<file path="src/logic/pmbus_cmd_pkg.sv">
// constants for the pmbus fault, protection and memory command block
package pmbus_cmd_pkg;
  localparam logic [7:0] CMD_PAGE = 8'h00;
  localparam logic [7:0] CMD_OPERATION = 8'h01;
  localparam logic [7:0] CMD_ON_OFF_CONFIG = 8'h02;
  localparam logic [7:0] CMD_CLEAR_FAULTS = 8'h03;
  localparam logic [7:0] CMD_WRITE_PROTECT = 8'h10;
  localparam logic [7:0] CMD_STORE_ALL = 8'h15;
  localparam logic [7:0] CMD_RESTORE_ALL = 8'h16;
  localparam logic [7:0] CMD_CAPABILITY = 8'h19;
  localparam logic [7:0] PAGE_CH1 = 8'h00;
  localparam logic [7:0] PAGE_CH2 = 8'h01;
  localparam logic [7:0] PAGE_BOTH = 8'h0B;
  localparam logic [7:0] WP_ALL = 8'h80;
  localparam logic [7:0] WP_OP_PAGE = 8'h40;
  localparam logic [7:0] WP_OP_PAGE_CFG = 8'h20;
  localparam logic [7:0] WP_NONE = 8'h00;
  localparam logic [7:0] WP_FIELD_MASK = 8'hE0;
  localparam logic [7:0] CAP_VALUE = 8'hB0;
  localparam int CAP_PEC_BIT = 7;
  localparam int CAP_SPD_LSB = 5;
  localparam int CAP_ALERT_SUPPORT_BIT_BIT = 4;
  localparam logic [1:0] BUS_SPEED_400K = 2'h1;
  localparam int NCH = 2;
endpackage

</file>
<file path="src/logic/pmbus_cmd.sv">
// command interpreter: clear faults, write protection, nvm, capability
// Notes on behaviour
// - clear-faults code 03h clears all status bits of the selected pages
// - page 0 is channel 1, page 1 is channel 2, page 11 both
// - clearing faults releases the alert output in the same action when no unselected channel still holds a fault
// - clear-faults never restarts a channel latched off by a fault
// - a persisting fault sets its bit again and alerts again at once
// - protection restricts writes only; every command stays readable
// - byte 80h blocks all writes but write-protect and the 03h, 15h, 16h actions; needs bits 6,5 zero
// - byte 40h allows only write-protect, operation, page writes and the 03h, 15h, 16h actions
// - byte 20h adds on/off configuration to the allowed writes
// - invalid protection bits set communication summary and invalid-data
// - invalid protection value leaves protection register reading 00h
// - protection powers up unprotected unless another default was stored
// - restore updates only unprotected registers; invalid counts as none
// - reset reload and store-all ignore the protection setting
// - store-all 15h writes all storable settings into nonvolatile memory
// - store and restore allowed while running; device may be busy
// - memory programming error sets communication summary and other-fault
// - restore-all 16h copies stored data into unprotected backed registers; write-protect is copied only at 00h
// - capability 19h reads 10110000; writes ignored; low nibble zero
// - capability bit 7 reads 1: packet error checking supported
// - capability bits 6:5 read 01: 400 kHz maximum bus rate
// - capability bit 4 reads 1: alert output and response supported
`timescale 1ns/1ps
module pmbus_cmd
  import pmbus_cmd_pkg::*;
(
  input wire logic sys_clk,
  input wire logic rst_b,
  input wire logic cmd_valid,
  input wire logic cmd_write,
  input wire logic [7:0] cmd_code,
  input wire logic [7:0] cmd_data,
  output logic cmd_busy,
  output logic write_accepted,
  output logic [7:0] read_data,
  input wire logic [NCH-1:0] fault_in,
  output logic [NCH-1:0] fault_status,
  output logic [NCH-1:0] channel_off,
  output logic cml_summary,
  output logic cml_invalid_data,
  output logic cml_other_fault,
  output logic alert_n,
  output logic nvm_store_req,
  output logic nvm_load_req,
  output logic [7:0] nvm_wdata_wp,
  output logic [7:0] nvm_wdata_page,
  output logic [7:0] nvm_wdata_cfg,
  input wire logic nvm_done,
  input wire logic nvm_error,
  input wire logic [7:0] nvm_rdata_wp,
  input wire logic [7:0] nvm_rdata_page,
  input wire logic [7:0] nvm_rdata_cfg,
  output logic [7:0] page_value,
  output logic [7:0] on_off_cfg,
  output logic [7:0] operation_value
);
  // ----------------------------------------
  // state
  // ----------------------------------------
  typedef enum logic [3:0] {
    ST_BOOT = 4'h1,
    ST_IDLE = 4'h2,
    ST_STORE = 4'h4,
    ST_LOAD = 4'h8
  } phase_t;

  typedef struct packed {
    phase_t phase;
    logic full_load;
    logic [7:0] wp;
    logic [7:0] page;
    logic [7:0] cfg;
    logic [7:0] op;
    logic [NCH-1:0] fault;
    logic [NCH-1:0] off;
    logic cml;
    logic ivd;
    logic oth;
    logic acc;
    logic [7:0] rd;
    logic [NCH-1:0] fsync1;
    logic [NCH-1:0] fsync2;
  } state_t;

  state_t s_q;
  state_t s_d;
  logic wp_valid;
  logic allowed;
  logic [NCH-1:0] sel;
  logic [NCH-1:0] clr;

  // which backed registers a restore may touch under the live setting
  function automatic logic allowed_of(input logic [7:0] c);
    case (s_q.wp)
      WP_ALL: allowed_of = 1'b0;
      WP_OP_PAGE: allowed_of = (c == CMD_PAGE);
      WP_OP_PAGE_CFG: allowed_of = (c == CMD_PAGE) ||
        (c == CMD_ON_OFF_CONFIG);
      default: allowed_of = 1'b1;
    endcase
  endfunction

  // ----------------------------------------
  // protection decode
  // ----------------------------------------
  always_comb
  begin
    wp_valid = (s_q.wp == WP_ALL) || (s_q.wp == WP_OP_PAGE) ||
               (s_q.wp == WP_OP_PAGE_CFG);
    case (s_q.wp)
      WP_ALL: allowed = (cmd_code == CMD_WRITE_PROTECT);
      WP_OP_PAGE: allowed = (cmd_code == CMD_WRITE_PROTECT) ||
        (cmd_code == CMD_OPERATION) || (cmd_code == CMD_PAGE);
      WP_OP_PAGE_CFG: allowed = (cmd_code == CMD_WRITE_PROTECT) ||
        (cmd_code == CMD_OPERATION) || (cmd_code == CMD_PAGE) ||
        (cmd_code == CMD_ON_OFF_CONFIG);
      default: allowed = 1'b1;
    endcase
    case (s_q.page)
      PAGE_CH1: sel = 2'h1;
      PAGE_CH2: sel = 2'h2;
      PAGE_BOTH: sel = 2'h3;
      default: sel = 2'h0;
    endcase
  end

  assign clr = (s_q.phase == ST_IDLE && cmd_valid && cmd_write &&
                cmd_code == CMD_CLEAR_FAULTS) ? sel : '0;

  // ----------------------------------------
  // command engine
  // ----------------------------------------
  always_comb
  begin
    s_d = s_q;
    s_d.acc = 1'b0;
    // fault pins are asynchronous: two flops before any logic reads them;
    // nvm handshake lines share our clock and need none
    s_d.fsync1 = fault_in;
    s_d.fsync2 = s_q.fsync1;
    // persisting fault re-sets its bit; set wins over clear
    s_d.fault = (s_q.fault & ~clr) | s_q.fsync2;
    s_d.off = s_q.off | s_q.fsync2;
    case (s_q.phase)
      ST_BOOT:
      begin
        s_d.full_load = 1'b1;
        s_d.phase = ST_LOAD;
      end
      ST_IDLE:
      begin
        if (cmd_valid && cmd_write)
        begin
          if (cmd_code == CMD_CLEAR_FAULTS || cmd_code == CMD_STORE_ALL ||
              cmd_code == CMD_RESTORE_ALL)
          begin
            // actions, not register writes
            s_d.acc = 1'b1;
            if (cmd_code == CMD_CLEAR_FAULTS)
            begin
              s_d.cml = 1'b0;
              s_d.ivd = 1'b0;
              s_d.oth = 1'b0;
            end
            if (cmd_code == CMD_STORE_ALL)
              s_d.phase = ST_STORE;
            if (cmd_code == CMD_RESTORE_ALL)
            begin
              s_d.full_load = 1'b0;
              s_d.phase = ST_LOAD;
            end
          end
          else if (allowed)
          begin
            s_d.acc = (cmd_code != CMD_CAPABILITY);
            case (cmd_code)
              CMD_WRITE_PROTECT:
              begin
                if ((cmd_data & WP_FIELD_MASK) == WP_ALL ||
                    (cmd_data & WP_FIELD_MASK) == WP_OP_PAGE ||
                    (cmd_data & WP_FIELD_MASK) == WP_OP_PAGE_CFG ||
                    (cmd_data & WP_FIELD_MASK) == WP_NONE)
                  s_d.wp = cmd_data & WP_FIELD_MASK;
                else
                begin
                  s_d.wp = WP_NONE;
                  s_d.cml = 1'b1;
                  s_d.ivd = 1'b1;
                end
              end
              CMD_PAGE: s_d.page = cmd_data;
              CMD_OPERATION: s_d.op = cmd_data;
              CMD_ON_OFF_CONFIG: s_d.cfg = cmd_data;
              default: s_d.acc = 1'b0;
            endcase
          end
        end
        else if (cmd_valid)
        begin
          case (cmd_code)
            CMD_WRITE_PROTECT: s_d.rd = s_q.wp;
            CMD_PAGE: s_d.rd = s_q.page;
            CMD_OPERATION: s_d.rd = s_q.op;
            CMD_ON_OFF_CONFIG: s_d.rd = s_q.cfg;
            CMD_CAPABILITY: s_d.rd = CAP_VALUE;
            default: s_d.rd = WP_NONE;
          endcase
        end
      end
      ST_STORE:
      begin
        if (nvm_done)
        begin
          s_d.phase = ST_IDLE;
          if (nvm_error)
          begin
            s_d.cml = 1'b1;
            s_d.oth = 1'b1;
          end
        end
      end
      ST_LOAD:
      begin
        if (nvm_done)
        begin
          s_d.phase = ST_IDLE;
          // reset reload ignores protection; restore honours it
          if (s_q.full_load || !wp_valid || allowed_of(CMD_WRITE_PROTECT))
            s_d.wp = nvm_rdata_wp & WP_FIELD_MASK;
          if (s_q.full_load || !wp_valid || allowed_of(CMD_PAGE))
            s_d.page = nvm_rdata_page;
          if (s_q.full_load || !wp_valid || allowed_of(CMD_ON_OFF_CONFIG))
            s_d.cfg = nvm_rdata_cfg;
        end
      end
      default: s_d.phase = ST_IDLE;
    endcase
  end

  always_ff @(posedge sys_clk or negedge rst_b)
  begin
    if (!rst_b)
    begin
      s_q <= '0;
      s_q.phase <= ST_BOOT;
      s_q.full_load <= 1'b1;
      s_q.wp <= WP_NONE;
    end
    else
      s_q <= s_d;
  end

  // ----------------------------------------
  // outputs
  // ----------------------------------------
  // busy while memory runs: commands are dropped then
  assign cmd_busy = (s_q.phase != ST_IDLE);
  assign write_accepted = s_q.acc;
  assign read_data = s_q.rd;
  assign fault_status = s_q.fault;
  assign channel_off = s_q.off;
  assign cml_summary = s_q.cml;
  assign cml_invalid_data = s_q.ivd;
  assign cml_other_fault = s_q.oth;
  assign alert_n = !((|s_q.fault) || s_q.cml);
  assign nvm_store_req = (s_q.phase == ST_STORE);
  assign nvm_load_req = (s_q.phase == ST_LOAD);
  assign nvm_wdata_wp = s_q.wp;
  assign nvm_wdata_page = s_q.page;
  assign nvm_wdata_cfg = s_q.cfg;
  assign page_value = s_q.page;
  assign on_off_cfg = s_q.cfg;
  assign operation_value = s_q.op;

  // ----------------------------------------
  // checks
  // ----------------------------------------
  clear_release_a: assert property (
    @(posedge sys_clk) disable iff (!rst_b)
    (clr == 2'h3 && s_q.fsync2 == '0 && cmd_code == CMD_CLEAR_FAULTS)
    |=> alert_n)
    else $error("alert not released by clear");
  no_restart_a: assert property (
    @(posedge sys_clk) disable iff (!rst_b)
    (|channel_off)
    |=> (channel_off & $past(channel_off)) == $past(channel_off))
    else $error("channel restarted");
  refault_a: assert property (
    @(posedge sys_clk) disable iff (!rst_b)
    (|s_q.fsync2) |=> (|fault_status) && !alert_n)
    else $error("persisting fault lost");
  wp_invalid_a: assert property (
    @(posedge sys_clk) disable iff (!rst_b)
    (s_q.phase == ST_IDLE && cmd_valid && cmd_write && allowed &&
     cmd_code == CMD_WRITE_PROTECT && !$onehot0(cmd_data[7:5]))
    |=> s_q.wp == WP_NONE && cml_summary && cml_invalid_data)
    else $error("invalid protection not flagged");
  wp_block_a: assert property (
    @(posedge sys_clk) disable iff (!rst_b)
    (s_q.phase == ST_IDLE && s_q.wp == WP_ALL && cmd_valid && cmd_write &&
     cmd_code == CMD_PAGE) |=> $stable(page_value))
    else $error("blocked write took effect");
  cap_read_a: assert property (
    @(posedge sys_clk) disable iff (!rst_b)
    (s_q.phase == ST_IDLE && cmd_valid && !cmd_write &&
     cmd_code == CMD_CAPABILITY) |=> read_data == CAP_VALUE)
    else $error("capability wrong");
  nvm_err_a: assert property (
    @(posedge sys_clk) disable iff (!rst_b)
    (nvm_store_req && nvm_done && nvm_error)
    |=> cml_summary && cml_other_fault && !cmd_busy)
    else $error("nvm error not flagged");
  wp_legal_a: assert property (
    @(posedge sys_clk) disable iff (!rst_b)
    $onehot0(s_q.wp[7:5]) && s_q.wp[4:0] == 5'h0)
    else $error("protection holds illegal value");
endmodule

</file>
<file path="config.mk">
export PLATFORM = sky130hd
export DESIGN_NAME = pmbus_cmd
export DESIGN_NICKNAME = d
export VERILOG_FILES = /design/src/logic/pmbus_cmd_pkg.sv /design/src/logic/pmbus_cmd.sv
export SDC_FILE = /design/constraint.sdc
export NUM_CORES = 1
export LEC_CHECK = 0
export BUFFER_PORTS_ARGS = -buffer_cell sky130_fd_sc_hd__buf_4
export CELL_PAD_IN_SITES_DETAIL_PLACEMENT = 0
export CELL_PAD_IN_SITES_GLOBAL_PLACEMENT = 1
export CORE_ASPECT_RATIO = 1.1
export CORE_MARGIN = 1.5
export CORE_UTILIZATION = 40
export DETAILED_ROUTE_END_ITERATION = 10
export GPL_TIMING_DRIVEN = 0
export PLACE_DENSITY_LB_ADDON = 0.05
export SYNTH_ARGS = -nofsm -noshare
export SYNTH_HDL_FRONTEND = slang
export SYNTH_SLANG_ARGS = --single-unit
</file>
<file path="constraint.sdc">
create_clock -name sys_clk -period 3.9 [get_ports sys_clk]
set_input_delay 0.78 -clock sys_clk [delete_from_list [all_inputs] [get_ports sys_clk]]
set_output_delay 0.78 -clock sys_clk [all_outputs]
set_load 0.1 [all_outputs]
</file>
==> results of run 1 <==
-- worst max-delay path by stage --
stage / cells after the start / to / slack [ps]
3_3_place_gp: 7 / nvm_wdata_page[5] / 660
4_1_cts: 3 / nvm_load_req / 760
2_1_floorplan: 1 / alert_n / 210
6_report: 3 / nvm_load_req / 770
5_1_grt: 3 / nvm_load_req / 630
3_5_place_dp: 7 / nvm_wdata_page[5] / 610
-- kinds of logic (layout without fill, tap and decap cells) --
logic type | Yosys count | in the layout
AND/OR/NAND/NOR | 84 | 84
buffers and inverters | 76 | 189
AO/OA/AOI/OAI | 76 | 76
flip-flops | 52 | 52
other | 1 | 6
multiplexers | 26 | 26
XOR/XNOR | 4 | 4
-- synth_stat cells, types with 2 or more instances --
cell,number,area [sq um]
clkbuf_1,5,18.8
nand4_1,3,18.8
nor2_1,12,45.0
a21oi_1,10,50.1
mux2_1,3,33.8
inv_1,5,18.8
buf_2,5,25.0
nand2b_1,4,25.0
mux2_2,21,236
a32oi_1,3,26.3
dfstp_2,2,52.6
a22o_1,22,193
nand3_1,4,20.0
o21ai_1,2,10.0
mux2i_1,2,20.0
and4b_1,2,20.0
nor4_1,2,12.5
a22oi_1,4,30.0
a31oi_1,2,12.5
buf_4,61,458
or2_2,3,18.8
o211ai_1,4,30.0
o21ai_0,9,45.0
xnor2_1,3,26.3
a21o_1,4,30.0
nand2_1,29,109
nor3_1,6,30.0
and3_1,5,31.3
o31ai_1,2,15.0
dfrtp_1,50,1250
-- final cells by class --
cell class	instances	share of cell area (%)
buffer	71	11.7
tap	108	3.16
inverter	5	0.439
timing repair buffer	105	18.4
clock inverter	3	0.527
sequential	52	30.5
multi-input combinational	196	33.6
clock buffer	5	1.61
-- flip-flops by register name (all words and copies together), names as in the netlist --
name	cells
nvm_wdata_cfg	8
nvm_wdata_page	8
operation_value	8
read_data	8
s_q	7
nvm_wdata_wp	3
channel_off	2
fault_status	2
s_d	2
cml_invalid_data	1
cml_other_fault	1
cml_summary	1
write_accepted	1
-- stage by stage --
stage / worst slack (ps) / area (sq um) / util [%]
final: 765 / 4280 / 54.3
after floorplan: 205 / 3260 / -
after global routing: 633 / 4280 / 54.3
after CTS: 760 / 4280 / 54.3
after global placement: 663 / 4180 / 53.2
after detailed placement: 607 / 4180 / 53.2
-- where the power goes --
part           internal, mW  switching (mW)
clock                 0.129           0.193
sequential            0.576          0.0549
combinational         0.230           0.582
-- critical path: stages (launching register included) --
cell	delay, ps
dfrtp_1	450
nor4b_2	690
clkbuf_1	510
buf_4	390
-- layer usage --
metal / part of all wire (%) / track usage (%) / vias up
li1: - / - / 1326
met5: 0 / 0 / -
met1: 45 / 28.1 / 1285
met4: 1.3 / 4.81 / 0
met2: 48 / 33.2 / 84
met3: 5.5 / 3.48 / 9
==> metrics.txt, run 1 <==
dpl hpwl 6370 um; Critical Path Fanout Max 10; setup bufs post-CTS 0; post_cts resized 0; Sequential Area 0.00130 sq mm; WL per Instance 15.5 um; CORE AREA 0.00787 sq mm; num rows 34; Pleak 2.18 nW; Reg2Reg Setup Slack 1300 ps; Worst Path Arrival 2350 ps; worst hold path class reg2reg; area delta synth->final 32.1%; layout cells sized above 1 49.4%; worst slew pin tran 1060 ps; clk_lat worst skew 310 ps; commonest non-fill, non-tap cell in the layout buf_4; worst hold start s_d[0]; final hold vios 0; Max Slew Vio Count 0; via-per-instance ratio 4.96; Slew HR 28.9%; H-Tree Depth 2; initial core utilization 41.1%; Reg-to-Reg Start s_q[54]; total length of routed wires 8470 um; number of flops mapped to enable cells by yosys 0; hold endpoint s_q[0]; via count 2704; Layout fillers 767; diode count 0; CP Data Required Time 3120 ps; I/O pin total 116; Hold Path Depth 0; Max Clk Rate 0.319 GHz; simple-gate portion of the synthesized area 15.1%; post-synthesis compound-gate area fraction 18.3%; number of global-route vias before repair 2608; min Tclk post-route 3130 ps; GP Congestion 0.858; Worst R2R Path Depth 6; register area share after synthesis 40.3%; first-pass GRT wire length 13400 um; FF+latch count, synth 52; DRT iter0 DRCs 148; Avg Inst Size Synth 10.1 sq um; Layout Cells excl Fill 545; synthesized instance count 319; GRT Total Usage 20.4%; top_reg_cell synth dfrtp_1; maximum VDD drop 328 uV; Worst Hold Slack 362 ps; initial antenna violation count 0; largest net degree at the start of global routing 53; mux contribution to synthesized area 8.97%; xor and xnor fraction of the mapped netlist area 1.08%; Sink Count 52; max cap viols 0; DRC viols 0; Synth Cell Area 0.00324 sq mm; final critical-path share of the clock period 80.4%; unrepaired setup endpoints after global routing false; die width 88.8 um; CTS tree built; die span in y 97.3 um; clock buffer depth 2; Clock Pin Slew Worst Setup and Hold Paths 100 ps; layout net count 484; status finished clean; Antenna Nets Post-Route 0; die area 0.00864 sq mm; Synth Warn # 0; pwr dens 413 mW/mm^2; CTS buffer count 5; placed cell count 537; worst reg2reg endpoint nvm_wdata_page[7]; crit path kind reg2out; setup tns final 0 ps; Critical Path Sink Type output pin; commonest cells after routing, fill and taps aside 166 x buf_4, 50 x dfrtp_1, 29 x nand2_1; Overall Power 1.77 mW; cts hold-fix bufs 0; CP startpoint s_q[54]; root buffer cell clkbuf_8; area of the multi-input gates 0.00144 sq mm; largest family of logic cells by synthesized area compound AO/OA/AOI/OAI gates; clk_skew 6.07 ps; I/O Buffers 105; Yosys cell types 60; total grt overflow 0; Setup violations, final 0; DRT Pass-1 Iters 4; ys async rst share 100%; Adder-Cell Fraction of Synth Area 0%; Worst setup SP type flop
Power figures use the tool's default switching activity.
==> run 2, diff against run 1 <==
--- a/config.mk
+++ b/config.mk
@@ -10,7 +10,7 @@
 export CELL_PAD_IN_SITES_GLOBAL_PLACEMENT = 1
 export CORE_ASPECT_RATIO = 1.1
 export CORE_MARGIN = 1.5
-export CORE_UTILIZATION = 40
+export CORE_UTILIZATION = 34
 export DETAILED_ROUTE_END_ITERATION = 10
 export GPL_TIMING_DRIVEN = 0
 export PLACE_DENSITY_LB_ADDON = 0.05
==> constraint.sdc (replaced) <==
create_clock -name sys_clk -period 2.8 [get_ports sys_clk]
set_input_delay 0.56 -clock sys_clk [delete_from_list [all_inputs] [get_ports sys_clk]]
set_output_delay 0.56 -clock sys_clk [all_outputs]
set_load 0.1 [all_outputs]
==> metrics.txt, run 2 (synthesis gave the netlist of run 1 again) <==
largest net degree at the start of global routing 53 (unchanged); final hold vios 0 (unchanged); Layout fillers 927 (was 767); worst slew pin tran 739 ps (was 1060 ps); Clk pwr share 21.3% (was 18.3%); CORE AREA 0.00931 sq mm (was 0.00787 sq mm); DRT Pass-1 Iters 4 (unchanged); Slew HR 50.2% (was 28.9%); max cap viols 0 (unchanged); first-pass GRT wire length 14000 um (was 13400 um); Setup violations, final 0 (unchanged); DRC viols 0 (unchanged); unrepaired setup endpoints after global routing false (unchanged); CP startpoint s_q[54] (unchanged); Worst R2R Path Depth 6 (unchanged); Setup crit end nvm_load_req (unchanged); total grt overflow 0 (unchanged); Worst setup SP type flop (unchanged); worst reg2reg endpoint nvm_wdata_cfg[4] (was nvm_wdata_page[7]); Critical Path Fanout Max 10 (unchanged); final critical-path share of the clock period 95.7%; Core Util, Final 46.6% (was 54.3%); Sequential Power Share 34.5% (was 35.7%); die width 96.0 um (was 88.8 um); total length of routed wires 8990 um (was 8470 um); I/O pin total 116 (unchanged); pre-CTS WS -288 ps (was 607 ps); CP Data Required Time 2240 ps (was 3120 ps); pwr dens 592 mW/mm^2 (was 413 mW/mm^2); via count 2711 (was 2704); Max Clk Rate 0.373 GHz; clk_lat worst skew 310 ps (about the same); layout net count 484 (unchanged); CTS buffer count 5 (unchanged); dpl hpwl 6770 um (was 6370 um); min Tclk post-route 2680 ps; worst hold path class in2async (was reg2reg); Sw Ratio 45.7% (was 47.0%); commonest non-fill, non-tap cell in the layout buf_4 (unchanged); clk_skew 8.86 ps (was 6.07 ps); number of global-route vias before repair 2686 (was 2608); root buffer cell clkbuf_8 (unchanged); setup tns final 0 ps (unchanged); GP Congestion 0.783 (was 0.858); Critical Path Sink Type output pin (unchanged); Worst Path Arrival 2120 ps (was 2350 ps); initial antenna violation count 0 (unchanged); Antenna Nets Post-Route 0 (unchanged); crit path kind reg2out (unchanged); diode count 0 (unchanged); Max Slew Vio Count 0 (unchanged); initial core utilization 34.8% (was 41.1%); cts hold-fix bufs 0 (unchanged); layout cells sized above 1 50.1% (was 49.4%); die area 0.0101 sq mm (was 0.00864 sq mm); clock buffer depth 2 (unchanged); maximum VDD drop 367 uV (was 328 uV); die span in y 105 um (was 97.3 um); Pleak 2.20 nW (was 2.18 nW); CTS tree built (unchanged); DRT iter0 DRCs 57 (was 148); GRT Total Usage 18.3% (was 20.4%); Reg2Reg Setup Slack 300 ps (was 1300 ps); setup bufs post-CTS 0 (unchanged); area delta synth->final 34.1% (was 32.1%); Combinational Power Share 44.2% (was 46.0%); post-route setup slack 120 ps (was 765 ps); Overall Power 2.57 mW (was 1.77 mW); num rows 37 (was 34); status finished clean (unchanged); Reg-to-Reg Start s_q[54] (unchanged); internal cell power 1.40 mW (was 0.935 mW); P_sw 1.17 mW (was 0.830 mW); I/O Buffers 105 (unchanged); Clock Pin Slew Worst Setup and Hold Paths 110 ps (was 100 ps); WL per Instance 16.2 um (was 15.5 um); commonest cells after routing, fill and taps aside 166 x buf_4, 50 x dfrtp_1, 29 x nand2_1 (unchanged); via-per-instance ratio 4.89 (was 4.96); Sink Count 52 (unchanged); H-Tree Depth 2 (unchanged)
[run 2: cell count changes in the layout (fill, tap and decap cells not counted), sizes merged]
cell    delta
bufinv     +1
clkinv     -1
[run 2: critical path: stages, from the launching register on]
cell      delay (ps)
dfrtp_1          490
nor4b_4          560
clkbuf_2         390
buf_4            350
[run 2: layout make-up]
class	instances	area (sq um)	area share, %
Tap cell	117	146	3.37
Clock buffer	5	68.8	1.59
Buffer	71	503	11.6
Inverter	5	18.8	0.433
Clock inverter	3	46.3	1.07
Timing Repair Buffer	105	788	18.2
Sequential cell	52	1300	30.0
Multi-Input combinational cell	196	1460	33.7
[run 2: what timing repair did]
item | in CTS | in global routing
pin swaps | 0 | 0
endpoints found under the hold margin | 0 | 0
resized for setup | 2 | 1
endpoints found under the setup margin | 1 | 8
cloned | 0 | 0
[run 2: power groups by stage]
stage	Clock (mW)	Combinational [mW]	Sequential [mW]
2_1_floorplan	0	0.882	0.894
3_3_place_gp	0	1.14	0.898
3_5_place_dp	0	1.14	0.899
6_report	0.548	1.14	0.886
4_1_cts	0.564	1.14	0.887
5_1_grt	0.588	1.18	0.897
[run 2: layer usage]
metal | vias up | track usage, % | part of all wire [%]
li1 | 1330 | - | -
met1 | 1300 | 23.7 | 45
met2 | 75 | 31.0 | 49
met3 | 6 | 3.90 | 5.1
met4 | 0 | 3.99 | 0.83
met5 | - | 0 | 0
[run 2: worst min-delay path by stage]
stage | cells after the start | end | from
finish | 1 | s_q[56] | rst_b
global route | 1 | s_q[56] | rst_b
CTS | 1 | s_q[56] | rst_b
detailed placement | 0 | s_q[1] | s_d[1]
global placement | 0 | s_q[0] | s_d[0]
floorplan | 0 | channel_off[0] | rst_b
[run 2: metrics by stage]
stage	cells	hold WS, ps	cell area, sq um
2_1_floorplan	324	264	3270
3_3_place_gp	546	334	4210
3_5_place_dp	546	339	4210
4_1_cts	554	306	4330
5_1_grt	554	322	4340
6_report	554	266	4340
